==> src/include/spm_pkg.sv <==
/*
  constants, register map and field layout of the flash self-program
  sequencer. assumes nothing beyond a SystemVerilog compiler.
*/
`default_nettype none
package spm_pkg;
  // apb byte offsets, one aligned word each
  localparam logic [7:0] ADDR_CTRL  = 8'h00; // control and status
  localparam logic [7:0] ADDR_PTR   = 8'h04; // page address pointer
  localparam logic [7:0] ADDR_DATA  = 8'h08; // data register pair
  localparam logic [7:0] ADDR_LOCK  = 8'h0C; // boot lock bits, read only
  localparam logic [7:0] ADDR_STORE = 8'h10; // store instruction strobe
  // low five control bits: command patterns
  localparam logic [4:0] CMD_LOAD   = 5'h01;
  localparam logic [4:0] CMD_ERASE  = 5'h03;
  localparam logic [4:0] CMD_WRITE  = 5'h05;
  localparam logic [4:0] CMD_LOCK   = 5'h09;
  localparam logic [4:0] CMD_RSRE   = 5'h11;
  localparam logic [4:0] CMD_NONE   = 5'h00;
  // store window after arming, in clock cycles
  localparam logic [2:0] ARM_CYCLES = 3'h4;
  // lock bit field inside the low data byte
  localparam int         LOCK_LSB   = 2;
  localparam int         LOCK_W     = 4;
  localparam logic [3:0] LOCK_ERASED = 4'hF; // unprogrammed lock bits
  // control register as software sees it
  typedef struct packed {
    logic ie;      // ready interrupt enable
    logic busy;    // updatable section busy
    logic rsvd;    // reads zero
    logic rsre;    // updatable section read enable
    logic lockset; // lock set command
    logic pgwr;    // page write command
    logic pger;    // page erase command
    logic sen;     // store enable
  } ctrl_t;
endpackage : spm_pkg
`default_nettype wire

==> src/rtl/flash_self_program_sequencer.sv <==
/*
  flash self-program sequencer: apb register file, store window,
  temporary page buffer, erase/write timing, section blocking.
  assumes the cpu reaches it over apb on pclk and that eeprom_write
  is a same-clock pulse from the eeprom controller.
*/
`timescale 1ns/1ps
`default_nettype none
module flash_self_program_sequencer
  import spm_pkg::*;
#(
  parameter int WORD_W     = 5,    // word-in-page field width
  parameter int PAGE_W     = 7,    // page field width
  parameter int NONUPDATABLE_SECTION_PAGE  = 96,   // first nonupdatable page
  parameter int OP_CYCLES  = 4000  // erase or write duration
) (
  input  wire logic              pclk,
  input  wire logic              presetn,
  input  wire logic              psel,
  input  wire logic              penable,
  input  wire logic              pwrite,
  input  wire logic [7:0]        paddr,
  input  wire logic [31:0]       pwdata,
  output logic      [31:0]       prdata,
  output logic                   pready,
  output logic                   pslverr,
  input  wire logic              eeprom_write,
  input  wire logic [WORD_W-1:0] flash_rd_idx,
  output logic      [15:0]       flash_rd_data,
  output logic                   flash_erase,
  output logic                   flash_program,
  output logic      [PAGE_W-1:0] flash_page,
  output logic                   cpu_stall,
  output logic                   updatable_read_block,
  output logic                   ready_irq,
  output logic      [LOCK_W-1:0] lock_bits
);
  localparam int WORDS = 1 << WORD_W;          // buffer depth
  localparam int CNT_W = $clog2(OP_CYCLES + 1); // op counter width

  logic [4:0]        cmd_q;      // armed low control bits
  logic [2:0]        arm_q;      // store window countdown
  logic              ie_q;       // interrupt enable
  logic              busy_q;     // updatable section busy
  logic [15:0]       ptr_q;      // address pointer
  logic [15:0]       data_q;     // data register pair
  logic [LOCK_W-1:0] lock_q;     // boot lock bits
  logic [CNT_W-1:0]  op_cnt_q;   // remaining op cycles
  logic              nonupdatable_section_q;     // op targets nonupdatable page
  logic              op_wr_q;    // running op is a page write
  logic [WORDS-1:0]  vld_q;      // loaded-location flags
  logic [15:0]       buf_q [WORDS]; // temporary page buffer
  logic [31:0]       rdata_d;    // read mux

  // decoded bus strobes
  logic acc_wr;
  logic ctrl_wr;
  logic cmd_ok;
  logic op_active;
  logic op_done;
  logic store_go;
  logic buf_clr;
  logic [PAGE_W-1:0] page_sel;
  ctrl_t ctrl_view;
  ctrl_t ctrl_in;   // incoming control byte, by field

  assign acc_wr    = psel & penable & pwrite;
  assign ctrl_wr   = acc_wr & (paddr == ADDR_CTRL);
  assign op_active = (op_cnt_q != '0);
  assign op_done   = (op_cnt_q == CNT_W'(1));
  // only five patterns do anything, and never while programming
  assign cmd_ok    = !op_active & ((pwdata[4:0] == CMD_LOAD) |
                     (pwdata[4:0] == CMD_ERASE) | (pwdata[4:0] == CMD_WRITE) |
                     (pwdata[4:0] == CMD_LOCK) | (pwdata[4:0] == CMD_RSRE));
  // store counts only inside the armed window
  assign store_go  = acc_wr & (paddr == ADDR_STORE) & (arm_q != '0) &
                     cmd_q[0] & !op_active;
  assign page_sel  = ptr_q[WORD_W+1 +: PAGE_W];
  assign ctrl_in   = ctrl_t'(pwdata[7:0]);

  // apb answers at once; unmapped offsets flag an error
  assign pready  = 1'b1;
  assign pslverr = psel & penable & (paddr != ADDR_CTRL) &
                   (paddr != ADDR_PTR) & (paddr != ADDR_DATA) &
                   (paddr != ADDR_LOCK) & (paddr != ADDR_STORE);

  // level outputs derived from state
  assign ready_irq            = ie_q & !cmd_q[0];
  assign cpu_stall            = op_active & nonupdatable_section_q;
  // only the updatable side is blocked; boot code keeps running unless the op targets a nonupdatable page
  assign updatable_read_block = busy_q | op_active;
  assign lock_bits            = lock_q;

  // armed command and store window
  always_ff @(posedge pclk or negedge presetn)
  begin
    if (!presetn)
    begin
      cmd_q <= CMD_NONE;
      arm_q <= '0;
    end
    else if (ctrl_wr && cmd_ok)
    begin
      cmd_q <= pwdata[4:0];
      arm_q <= ARM_CYCLES;
    end
    else if (store_go)
    begin
      arm_q <= '0;
      // erase and write keep store enable up until done
      if (cmd_q != CMD_ERASE && cmd_q != CMD_WRITE)
        cmd_q <= CMD_NONE;
    end
    else if (op_done)
      cmd_q <= CMD_NONE;
    else if (arm_q != '0 && !op_active)
    begin
      // window lapses without a store
      arm_q <= arm_q - 3'h1;
      if (arm_q == 3'h1)
        cmd_q <= CMD_NONE;
    end
  end

  // interrupt enable, writable at any time
  always_ff @(posedge pclk or negedge presetn)
  begin
    if (!presetn)
      ie_q <= 1'b0;
    else if (ctrl_wr)
      ie_q <= ctrl_in.ie;
  end

  // pointer and data pair, plain storage
  always_ff @(posedge pclk or negedge presetn)
  begin
    if (!presetn)
    begin
      ptr_q  <= '0;
      data_q <= '0;
    end
    else if (acc_wr && paddr == ADDR_PTR)
      ptr_q <= pwdata[15:0];
    else if (acc_wr && paddr == ADDR_DATA)
      data_q <= pwdata[15:0];
  end

  // erase and write timer; page latched so pointer is free again
  always_ff @(posedge pclk or negedge presetn)
  begin
    if (!presetn)
    begin
      op_cnt_q      <= '0;
      nonupdatable_section_q        <= 1'b0;
      op_wr_q       <= 1'b0;
      flash_erase   <= 1'b0;
      flash_program <= 1'b0;
      flash_page    <= '0;
    end
    else
    begin
      flash_erase   <= 1'b0;
      flash_program <= 1'b0;
      if (store_go && (cmd_q == CMD_ERASE || cmd_q == CMD_WRITE))
      begin
        // data pair ignored, only the page field is used
        op_cnt_q      <= CNT_W'(OP_CYCLES);
        nonupdatable_section_q        <= (int'(page_sel) >= NONUPDATABLE_SECTION_PAGE);
        op_wr_q       <= (cmd_q == CMD_WRITE);
        flash_erase   <= (cmd_q == CMD_ERASE);
        flash_program <= (cmd_q == CMD_WRITE);
        flash_page    <= page_sel;
      end
      else if (op_active)
        op_cnt_q <= op_cnt_q - CNT_W'(1);
    end
  end

  // busy flag: set by an updatable op, cleared by load, read enable or a nonupdatable op
  always_ff @(posedge pclk or negedge presetn)
  begin
    if (!presetn)
      busy_q <= 1'b0;
    else if (store_go && (cmd_q == CMD_ERASE || cmd_q == CMD_WRITE))
      busy_q <= (int'(page_sel) < NONUPDATABLE_SECTION_PAGE);
    else if (store_go && (cmd_q == CMD_LOAD || cmd_q == CMD_RSRE))
      busy_q <= 1'b0;
  end

  // boot lock bits; programming can only clear bits
  always_ff @(posedge pclk or negedge presetn)
  begin
    if (!presetn)
      lock_q <= LOCK_ERASED;
    else if (store_go && cmd_q == CMD_LOCK)
      lock_q <= lock_q & data_q[LOCK_LSB +: LOCK_W];
  end

  // whole-buffer clear sources
  assign buf_clr = (op_done & op_wr_q) |
                   (ctrl_wr & cmd_ok & ctrl_in.rsre) |
                   (eeprom_write & (|vld_q));

  // one storage slot per buffer word
  for (genvar i = 0; i < WORDS; i++)
  begin : g_buf
    always_ff @(posedge pclk or negedge presetn)
    begin
      if (!presetn)
      begin
        buf_q[i] <= '0;
        vld_q[i] <= 1'b0;
      end
      else if (buf_clr)
      begin
        buf_q[i] <= '0;
        vld_q[i] <= 1'b0;
      end
      else if (store_go && cmd_q == CMD_LOAD &&
               ptr_q[1 +: WORD_W] == WORD_W'(i))
      begin
        // second load of a slot is unsupported; last one wins
        buf_q[i] <= data_q;
        vld_q[i] <= 1'b1;
      end
    end
  end

  // buffer read port toward the flash array
  always_ff @(posedge pclk or negedge presetn)
  begin
    if (!presetn)
      flash_rd_data <= '0;
    else
      flash_rd_data <= buf_q[flash_rd_idx];
  end

  // register read mux
  always_comb
  begin
    ctrl_view = '{ie: ie_q, busy: busy_q, rsvd: 1'b0, rsre: cmd_q[4],
                  lockset: cmd_q[3], pgwr: cmd_q[2], pger: cmd_q[1],
                  sen: cmd_q[0]};
    unique case (paddr)
      ADDR_CTRL: rdata_d = {24'h000000, ctrl_view};
      ADDR_PTR:  rdata_d = {16'h0000, ptr_q};
      ADDR_DATA: rdata_d = {16'h0000, data_q};
      ADDR_LOCK: rdata_d = {28'h0000000, lock_q};
      default:   rdata_d = 32'h00000000;
    endcase
  end

  // read data captured in setup, held through access
  always_ff @(posedge pclk or negedge presetn)
  begin
    if (!presetn)
      prdata <= '0;
    else if (psel && !penable && !pwrite)
      prdata <= rdata_d;
  end

  // checks
  chk_arm_window: assert property (@(posedge pclk) disable iff (!presetn)
    (ctrl_wr && cmd_ok) |=> (arm_q == ARM_CYCLES) ##4 (arm_q == '0))
    else $error("store window not four cycles");
  chk_sen_hold: assert property (@(posedge pclk) disable iff (!presetn)
    op_active |-> cmd_q[0])
    else $error("store enable dropped during op");
  chk_erase_start: assert property (@(posedge pclk) disable iff (!presetn)
    (store_go && cmd_q == CMD_ERASE) |=> flash_erase && op_active && cmd_q[0])
    else $error("erase did not start");
  chk_stall_nonupdatable_section: assert property (@(posedge pclk) disable iff (!presetn)
    cpu_stall == (op_active && int'(flash_page) >= NONUPDATABLE_SECTION_PAGE))
    else $error("stall does not match latched page");
  chk_block_op: assert property (@(posedge pclk) disable iff (!presetn)
    $rose(op_active) |-> updatable_read_block [*8])
    else $error("updatable section not blocked");
  chk_bad_cmd: assert property (@(posedge pclk) disable iff (!presetn)
    (ctrl_wr && !cmd_ok && !op_done && arm_q != 3'h1) |=> $stable(cmd_q))
    else $error("undefined pattern changed state");
  chk_irq_ready: assert property (@(posedge pclk) disable iff (!presetn)
    ($fell(cmd_q[0]) && ie_q) |-> ready_irq)
    else $error("ready interrupt missing");
  chk_wr_clear: assert property (@(posedge pclk) disable iff (!presetn)
    (op_done && op_wr_q) |=> (vld_q == '0) && !op_active)
    else $error("buffer not cleared after write");
  chk_load_busy: assert property (@(posedge pclk) disable iff (!presetn)
    (store_go && cmd_q == CMD_LOAD) |=> !busy_q && cmd_q == CMD_NONE)
    else $error("load left busy set");
  chk_ee_discard: assert property (@(posedge pclk) disable iff (!presetn)
    (eeprom_write && (|vld_q)) |=> (vld_q == '0))
    else $error("eeprom write kept buffer");
  cov_erase: cover property (@(posedge pclk) disable iff (!presetn)
    store_go && cmd_q == CMD_ERASE);
  cov_write_done: cover property (@(posedge pclk) disable iff (!presetn)
    op_done && op_wr_q);
  cov_lapse: cover property (@(posedge pclk) disable iff (!presetn)
    arm_q == 3'h1 && !store_go && !ctrl_wr);
endmodule : flash_self_program_sequencer
`default_nettype wire

==> config.mk <==
export PLATFORM = sky130hd
export DESIGN_NAME = flash_self_program_sequencer
export DESIGN_NICKNAME = d
export VERILOG_FILES = /design/src/include/spm_pkg.sv /design/src/rtl/flash_self_program_sequencer.sv
export SDC_FILE = /design/constraint.sdc
export NUM_CORES = 1
export LEC_CHECK = 0
export ABC_AREA = 1
export ABC_CLOCK_PERIOD_IN_PS = 3600
export BUFFER_PORTS_ARGS = -buffer_cell sky130_fd_sc_hd__buf_2
export CORE_ASPECT_RATIO = 0.6
export CORE_MARGIN = 4
export CORE_UTILIZATION = 55
export CTS_BUF_LIST = sky130_fd_sc_hd__clkbuf_4 sky130_fd_sc_hd__clkbuf_8
export DETAILED_ROUTE_END_ITERATION = 16
export PLACE_DENSITY = 0.7
export RECOVER_POWER = 100
export SLEW_MARGIN = 20
export SYNTH_ARGS = -nofsm -noshare
export SYNTH_HDL_FRONTEND = slang
export SYNTH_SLANG_ARGS = --single-unit
==> constraint.sdc <==
create_clock -name pclk -period 3.6 [get_ports pclk]
set_input_delay 0.54 -clock pclk [delete_from_list [all_inputs] [get_ports pclk]]
set_output_delay 0.54 -clock pclk [all_outputs]
set_load 0.02 [all_outputs]
== After elaboration in Yosys (flattened, before gate mapping) ==
Cells that the tools add are included.

* Bits of input ports: 51
* Word-level logic and storage cells: 411
* Flip-flop bits (word level): 661
* Output and inout bits: 66

* Reductions and logical operators: 95
* $lt $le $gt $ge: 3
* Multiplexer cells: 148
* Equal/unequal tests: 55
* Bitwise logic cells: 29
* Add/subtract/negate cells: 2

{| class="wikitable"
|+ Operators by type and width
! operator !! count
|-
| 16-bit 2-to-1 mux || 66
|-
| 5-bit equality test (second input constant) || 18
|-
| 16-bit binary-select mux with 5-bit select || 1
|-
| 1-bit 2-to-1 mux || 68
|-
| 2-bit nonzero test || 34
|-
| 16-bit one-hot mux with 4 select lines || 1
|-
| 5-bit by 4-bit equality test with 1-bit output (second input constant) || 10
|-
| 1-bit logical AND || 43
|-
| 32-bit OR reduction || 1
|-
| 5-bit by 3-bit equality test with 1-bit output (second input constant) || 6
|-
| 5-bit 2-to-1 mux || 6
|-
| 12-bit 2-to-1 mux || 2
|-
| 5-bit by 2-bit equality test with 1-bit output (second input constant) || 4
|-
| 1-bit AND || 19
|-
| 8-bit by 4-bit equality test with 1-bit output (second input constant) || 2
|-
| 8-bit by 4-bit inequality test with 1-bit output (second input constant) || 2
|-
| 5-bit by 1-bit equality test with 1-bit output (second input constant) || 3
|-
| 12-bit by 1-bit equality test with 1-bit output (second input constant) || 1
|-
| 3-bit 2-to-1 mux || 4
|-
| 12-bit nonzero test || 1
|-
| 12-bit by 1-bit subtractor with 12-bit output (second input constant) || 1
|-
| 8-bit by 3-bit equality test with 1-bit output (second input constant) || 1
|-
| 8-bit by 5-bit equality test with 1-bit output (second input constant) || 1
|-
| 8-bit logical NOT || 1
|-
| other kinds (22) || 36
|}

== Depth between registers and ports, before layout ==
Gate-level depths: netlist of run 1.

* Depth after elaboration: 11
* Mapped depth: 14
* Gate-level depth less buffers: 11

== Worst setup path after synthesis of run 1 ==
No wires, ideal clock.

* Path type: input-to-reg
* Start: input port paddr[1]
* End: register buf_q[181] in the netlist's numbering
* Required time: 3.483 ns
* Setup time: 0.117 ns
* Arrival time: 1.975 ns
* Buffers on the path: 3
* Slack: 1.508 ns
* Stages on the path: 10
* Cell sequence: nor2_2 > nand2_1 > nand3b_1 > nor2_4 > buf_6 > buf_6 > nand4_1 > buf_2 > nand3_1 > nand2_1

* Cells in the longest elaborated chain, start to end: 8
* Elaborated cells on any way between the ends: 15
* Classes of those cells: 1 x eq/ne; 1 x mux; 9 x bitwise; 4 x reduce/logical

{| class="wikitable"
|+ RTL lines
! what !! line !! RTL
|-
| start, declared || flash_self_program_sequencer.sv:22 || <nowiki>input wire logic [7:0] paddr,</nowiki>
|-
| 8-bit by 5-bit equality test with 1-bit output || flash_self_program_sequencer.sv:76 || <nowiki>assign store_go = acc_wr & (paddr == ADDR_STORE) & (arm_q != '0) &</nowiki>
|-
| 1-bit AND (3 in a row) || flash_self_program_sequencer.sv:76 ||
|-
| 1-bit AND || flash_self_program_sequencer.sv:77 || <nowiki>cmd_q[0] & !op_active;</nowiki>
|-
| 1-bit logical AND (2 in a row) || flash_self_program_sequencer.sv:219 || <nowiki>else if (store_go && cmd_q == CMD_LOAD &&</nowiki>
|-
| 2-bit nonzero test (no line) || -- ||
|-
| end signal, assigned by index || flash_self_program_sequencer.sv:223 || <nowiki>buf_q[i] <= data_q;</nowiki>
|-
| end, declared || flash_self_program_sequencer.sv:52 || <nowiki>logic [15:0] buf_q [WORDS];</nowiki>
|}

Several ways; a longest one is shown, not always the timed one.
A chain may end at the register's enable or synchronous reset.

== Final worst setup path of run 1 ==
* Start: input port flash_rd_idx[0]
* End: register flash_rd_data[6]

* Cells in the longest elaborated chain, start to end: 4

{| class="wikitable"
|+ RTL lines
! what !! line !! RTL
|-
| start, declared || flash_self_program_sequencer.sv:28 || <nowiki>input wire logic [WORD_W-1:0] flash_rd_idx,</nowiki>
|-
| 5-bit NOT with 6-bit output (implied by the code) || flash_self_program_sequencer.sv:235 || <nowiki>flash_rd_data <= buf_q[flash_rd_idx];</nowiki>
|-
| 16-bit binary-select mux with 5-bit select || flash_self_program_sequencer.sv:235 ||
|-
| 16-bit 2-to-1 mux (implied by the code) (2 in a row) || flash_self_program_sequencer.sv:235 ||
|-
| end signal, assigned || flash_self_program_sequencer.sv:235 ||
|-
| end, declared || flash_self_program_sequencer.sv:29 || <nowiki>output logic [15:0] flash_rd_data,</nowiki>
|}

Every way passes these cells. The select of a mux whose other input is x is not followed.

==> impl_results.md, run 1 <==
* Status: finished, violations left
* Failing checks: capacitance limit, slew limit
* Post-detail-place hpwl at 64.2 mm
* Initial antenna violation count at 1
* HP Class: in2reg
* DR DRC count at 0
* Yosys warns at 0
* Final Cycle Share at 90.5%
* RR Startpoint: op_cnt_q[0]
* Top Ports at 117
* Post-layout min period at 3260 ps
* Power Dens Cells at 419 nW/um^2
* RR Endpoint: buf_q[350]
* Final Skew at 43.1 ps
* Internal power at 11200 uW
* Worst endpoint data arrival time at 3870 ps
* Final GP Congestion at 0.914
* Switching Share at 25.6%
* Starting Density at 55.8%
* Vias per cell at 6.15
* Hold_sp: pwdata[7]
* RSZ-0062 raised after global routing: no
* Total power at 15100 uW
* Combinational Power Share at 6.9%
* Post-synth EDFFs at 0
* Clock power frac at 44.8%
* Diodes inserted at 0
* Hold Slack at 49.8 ps
* Critical Path Source Type: input pin
* Hold depth at 3
* Root buf cell: clkbuf_8
* Slew Limit Headroom at -73.3%
* Worst R2R Setup Slack at 370 ps
* Setup TNS Final at 0 ps
* # port buffers at 83
* Reg clk slew, reported paths at 70 ps
* Crit-path cells: clkbuf_2 -> inv_8 -> clkbuf_1 -> o21ai_0 -> o211ai_1 -> nand3_1 -> nand2_1 -> nand2_1 -> nand2_1
* Top_reg_cell synth: dfrtp_1
* Sink Count at 645
* # resized after CTS at 0
* Latest clock arrival within the worst-skew pair at 730 ps
* Most frequent cells in the layout: 1114 x nand3_1, 759 x nand2_1, 637 x dfrtp_1
* Final Hold Viols at 0
* Total die area at 64400 sq um
* DRT iter0 DRCs at 3721
* Largest net degree at the start of global routing at 142
* Top cells by area, synth: dfrtp_1 48%, nand3_1 17%, nand2_1 8.6%
* CORE AREA at 59400 sq um
* Sequential-to-total area share from yosys stat at 48.7%
* Worst-margin pin slew at 2600 ps
* Flop pwr share at 48.3%
* Post-synth top area share at 48.4%
* Max clock buf depth at 3
* DR vias at 29400
* Worst-path fanout max at 69
* WL final at 106 mm
* Slowest Stage Delay on Critical Path at 850 ps
* Avg WL per Cell at 22.2 um
* Worst path most repeated cell: nand2_1
* Nets at 3966
* Cell variety after synth at 43
* Std-Cell Rows at 69
* FMAX at 307 MHz
* CTS Hold Buffers Added at 1
* Htree depth at 3
* Async SR Flop Fraction at 100%
* Cell taking the most area after synthesis: dfrtp_1
* Most common cell after layout, fill and taps aside: nand3_1
* Psw at 3860 uW
* Area of the mapped netlist at 33100 sq um
* Post-CTS setup buffer count at 0
* Worst Setup End Kind: flip-flop
* DRT Pass-1 Iters at 6
* Slowest CP cell: clkbuf_1
* Total GRT Usage at 32.8%
* Max-slew violations at 69
* Yosys reg bits at 645
* FF-to-FF path depth at 10
* Worst path required time at 4220 ps
* CTS tree: built
* Max-cap violations at 1
* Die W at 325 um
* WS Path Type: in2reg
* Final setup vio count at 0
* CTS Buf Count at 99
* Die Y at 198 um
* P&R area growth vs syn at 8.88%
* Max VDD drop at 0.229 mV
* Vias in the first global route at 27100
* Leak pwr at 0.0189 uW
* Hold path endpoint: ie_q
* Cells after Synth at 3983
* Avg Synthesized Cell Area at 8.32 sq um
* Layout cells sized above 1 at 10.1%
* Aggregate global routing overflow at 0
* First-pass GRT wire length at 164 mm
* Antenna-violating nets left at 0
## cell type report
type / count / area, sq um
Tap cell: 781 / 977
Fill cell: 5288 / 23300
Sequential cell: 645 / 16200
Multi-Input combinational cell: 2841 / 14600
Inverter: 117 / 447
Clock inverter: 25 / 154
Timing Repair Buffer: 205 / 1680
Clock buffer: 159 / 2040
## metrics by stage
stage	util [%]	cells	setup WS (ps)	cell area, sq um
6_report	60.7	4773	342	36100
5_1_grt	60.7	4773	221	36100
4_1_cts	61.1	4773	691	36300
3_5_place_dp	57.3	4588	699	34100
3_3_place_gp	57.3	4588	740	34100
2_1_floorplan	-	3998	1510	33200
## power by group through the flow
stage | clock network, uW | registers [uW] | logic (uW)
5_1_grt | 7170 | 7290 | 1130
2_1_floorplan | 0 | 7450 | 489
3_3_place_gp | 0 | 7430 | 1020
3_5_place_dp | 0 | 7430 | 1020
6_report | 6760 | 7300 | 1040
4_1_cts | 6830 | 7300 | 1030
## synthesized netlist by cell type, drive strengths merged, types with 4 or more instances
master,n
or2,4
o211ai,65
o21ai,190
nand2,760
nor2,309
dfstp,4
o221ai,65
o21a,94
a22o,5
o21bai,129
a21oi,10
inv,114
clkbuf,188
nor3,22
nand4,38
buf,207
nand3,1115
dfrtp,641
xor2,4
ha,6
## kinds of logic after synthesis
logic type | count (synthesis) | share of synthesized area (%)
AND/OR/NAND/NOR | 2253 | 32.4
buffers and inverters | 512 | 7.04
other | 2 | 0.0227
flip-flops | 645 | 48.7
AO/OA/AOI/OAI | 560 | 11.4
XOR/XNOR | 5 | 0.132
adder cells (fa/ha/maj) | 6 | 0.227
## registers in the layout, indices dropped and copies added, names as in the netlist, 5 cells and up
signal / flops
buf_q: 512
vld_q: 32
data_q: 16
flash_rd_data: 16
prdata: 16
ptr_q: 16
op_cnt_q: 12
flash_page: 7
cmd_q: 5
## worst max-delay path: cells and delay by family
family	cells	cell delay, ps
compound gates	2	640
buf+inv	3	2050
simple gates	4	490
## worst max path at each step
| stage | from | depth (start not counted) | slack (ps) | end |
|---|---|---|---|---|
| global route | op_cnt_q[0] | 13 | 220 | buf_q[133] |
| CTS | vld_q[29] | 11 | 690 | buf_q[44] |
| floorplan | paddr[1] | 10 | 1510 | buf_q[181] |
| global placement | vld_q[31] | 11 | 740 | buf_q[378] |
| detailed placement | vld_q[29] | 11 | 700 | buf_q[378] |
| finish | flash_rd_idx[0] | 9 | 340 | flash_rd_data[6] |
## routing by layer
| metal | routed length (um) | vias up | track usage [%] |
|---|---|---|---|
| met5 | 151 | - | 1.52 |
| met3 | 15100 | 168 | 13.6 |
| met2 | 42000 | 1525 | 43.6 |
| li1 | - | 13500 | - |
| met1 | 46000 | 14200 | 48.8 |
| met4 | 2660 | 4 | 9.27 |
(Power assumes the default switching activity.)
==> run 2, diff against run 1 <==
--- a/config.mk
+++ b/config.mk
@@ -10,10 +10,10 @@
 export BUFFER_PORTS_ARGS = -buffer_cell sky130_fd_sc_hd__buf_2
 export CORE_ASPECT_RATIO = 0.6
 export CORE_MARGIN = 4
-export CORE_UTILIZATION = 55
+export CORE_UTILIZATION = 35
 export CTS_BUF_LIST = sky130_fd_sc_hd__clkbuf_4 sky130_fd_sc_hd__clkbuf_8
 export DETAILED_ROUTE_END_ITERATION = 16
-export PLACE_DENSITY = 0.7
+export PLACE_DENSITY = 0.48
 export RECOVER_POWER = 100
 export SLEW_MARGIN = 20
 export SYNTH_ARGS = -nofsm -noshare
==> run 2 against run 1 <==
The flow still finishes with violations (capacitance limit, slew limit). Worst hold slack better by 54 ps. Register-to-register slack better by 20 ps. Wire length grew 14%. Non-clock buffer count increased by 8. Core utilization is 21 points lower. Sequential share of layout area down 1.1 points. Largest power group unchanged.
==> impl_results.md, run 2 (same netlist as run 1, synthesis figures left out) <==
* Status: finished, violations left
* Failing checks: capacitance limit, slew limit
* # port buffers at 83 (unchanged)
* Std-Cell Rows at 87 (+26%)
* Flop pwr share at 46.9% (-1.4 points)
* RSZ-0062 raised after global routing: no
* Worst path most repeated cell: nand2_1
* Final Skew at 43.8 ps (+0.704 ps)
* Latest clock arrival within the worst-skew pair at 800 ps (+70 ps)
* Aggregate global routing overflow at 0 (unchanged)
* First-pass GRT wire length at 183 mm (+11%)
* Antenna-violating nets left at 0 (unchanged)
* CTS tree: built
* Combinational Power Share at 6.6% (-0.3 points)
* WL final at 121 mm (+14%)
* Root buf cell: clkbuf_8
* Vias per cell at 5.50 (-11%)
* Worst endpoint data arrival time at 3930 ps (+60 ps)
* Initial antenna violation count at 1 (unchanged)
* Crit-path cells: clkbuf_1 -> inv_8 -> clkbuf_2 -> o21ai_0 -> o211ai_1 -> nand3_1 -> nand2_1 -> nand2_1 -> nand2_1
* Worst path bufs/invs at 3 (unchanged)
* Worst Setup End Kind: flip-flop
* Max-slew violations at 515 (+650%)
* Internal power at 11500 uW (+2.5%)
* Worst-margin pin slew at 2080 ps (-516 ps)
* Layout cells sized above 1 at 10.2% (+0.074 points)
* Psw at 4110 uW (+6.5%)
* CORE AREA at 93900 sq um (+58%)
* Max clock buf depth at 3 (unchanged)
* Post-CTS setup buffer count at 0 (unchanged)
* Slowest Stage Delay on Critical Path at 860 ps (about the same)
* Final Hold Viols at 0 (unchanged)
* Setup WS post-layout at 310 ps (-32.2 ps)
* Top Ports at 117 (unchanged)
* Switching Share at 26.3% (+0.73 points)
* Starting Density at 35.3% (-21 points)
* Max-cap violations at 11 (+10)
* Final Cycle Share at 91.4% (+0.89 points)
* Nets at 3981 (+0.38%)
* Reg clk slew, reported paths at 60 ps (about the same)
* DR DRC count at 0 (unchanged)
* P&R area growth vs syn at 11.8%
* Total GRT Usage at 24.1% (-8.7 points)
* Leak pwr at 0.0191 uW (+0.89%)
* Die W at 405 um (+25%)
* Largest register by flop count: buf_q
* Critical Path Source Type: input pin
* Slowest CP cell: clkbuf_1
* Delay-heaviest family, CP: buffers and inverters
* Slew Limit Headroom at -39.0% (+34 points)
* Die Y at 246 um (+24%)
* Design area at 37000 sq um (+2.7%)
* CTS Hold Buffers Added at 15 (+14)
* Final GP Congestion at 0.824 (-9.8%)
* Setup TNS Final at 0 ps (unchanged)
* Total die area at 99800 sq um (+55%)
* # resized after CTS at 0 (unchanged)
* HP Class: in2reg
* Worst path required time at 4240 ps (+20 ps)
* Worst-path fanout max at 84 (+22%)
* Most frequent cells in the layout: 1114 x nand3_1, 759 x nand2_1, 632 x dfrtp_1
* Largest net degree at the start of global routing at 85 (-40%)
* DRT iter0 DRCs at 3081 (-17%)
* Htree depth at 3 (unchanged)
* DR vias at 29000 (-1.4%)
* CTS Buf Count at 106 (+7.1%)
* Final setup vio count at 0 (unchanged)
* Regs by FF count: buf_q (512), vld_q (32)
* Max FFs per register at 512 (unchanged)
* WS Path Type: in2reg
* Clock power frac at 46.5% (+1.7 points)
* Power Dens Cells at 422 nW/um^2 (+0.85%)
* Fill count at 9580 (+81%)
* Vias in the first global route at 27100 (+0.081%)
* Max VDD drop at 0.245 mV (+6.9%)
* DRT Pass-1 Iters at 6 (unchanged)
* Post-place setup slack at 647 ps (-51.5 ps)
* Sink Count at 645 (unchanged)
* Avg WL per Cell at 23.0 um (+3.8%)
* Placed Area at 34800 sq um (+2.1%)
* FMAX at 304 MHz (-0.98%)
* Post-layout min period at 3290 ps (+32.2 ps)
* Post-detail-place hpwl at 75.3 mm (+17%)
* Most common cell after layout, fill and taps aside: nand3_1
[run 2: cell count changes in the layout (fill, tap and decap cells not counted), moves of 5 or more]
cell,before,now
dlygate4sd3_1,1,15
nand4_1,20,13
dfrtp_1,637,632
nand4_2,4,11
buf_4,79,51
clkbuf_1,55,66
clkbuf_8,136,142
buf_12,34,40
clkinv_2,23,14
nor2_2,9,2
nor2_4,7,12
clkbuf_4,23,31
[run 2: worst paths after layout]
kind / depth (start not counted) / startpoint / slack (ps) / to
setup / recovery: 9 / flash_rd_idx[0] / 310 / flash_rd_data[10]
hold / removal: 3 / pwdata[4] / 100 / data_q[4]
setup reg to reg: 13 / op_cnt_q[0] / 390 / buf_q[104]
hold reg to reg: 2 / lock_bits[1] / 480 / lock_bits[1]
max in group asynchronous: 4 / presetn / 660 / buf_q[84]
min in group asynchronous: 2 / presetn / 260 / buf_q[340]
[run 2: power by group through the flow]
stage	clock network, uW	logic [uW]	registers [uW]
floorplan	0	489	7450
global placement	0	1040	7460
detailed placement	0	1040	7460
CTS	7430	1060	7330
global route	7790	1130	7330
finish	7270	1030	7330
[run 2: tightest hold or removal path, stage by stage]
cell and delay (ps):
buf_2 80, inv_1 70, o21ai_0 150
[run 2: per-stage QoR]
step	hold slack, ps	std cells	utilization, %	power [uW]
floorplan	244	3998	-	7930
global placement	458	5047	37.0	8510
detailed placement	465	5047	37.0	8510
CTS	40.4	5258	39.7	15800
global route	110	5259	39.4	16200
finish	104	5261	39.4	15600
[run 2: layout make-up]
| type | instances | area (sq um) | area share (%) |
|---|---|---|---|
| timing repair buffer | 213 | 1810 | 4.87 |
| clock buffer | 172 | 2170 | 5.87 |
| tap | 1246 | 1560 | 4.21 |
| multi-input combinational | 2841 | 14700 | 39.6 |
| antenna | 3 | 7.51 | 0.0203 |
| clock inverter | 24 | 210 | 0.567 |
| inverter | 117 | 447 | 1.21 |
| sequential | 645 | 16200 | 43.6 |
[run 2: per-layer routing]
layer  track usage [%]  part of all wire (%)  vias up
met5                 0                     0        -
met4              5.39                   1.9        0
met3              7.78                   9.6      145
met2              31.3                    39      994
met1              37.9                    50    14300
li1                  -                     -    13500
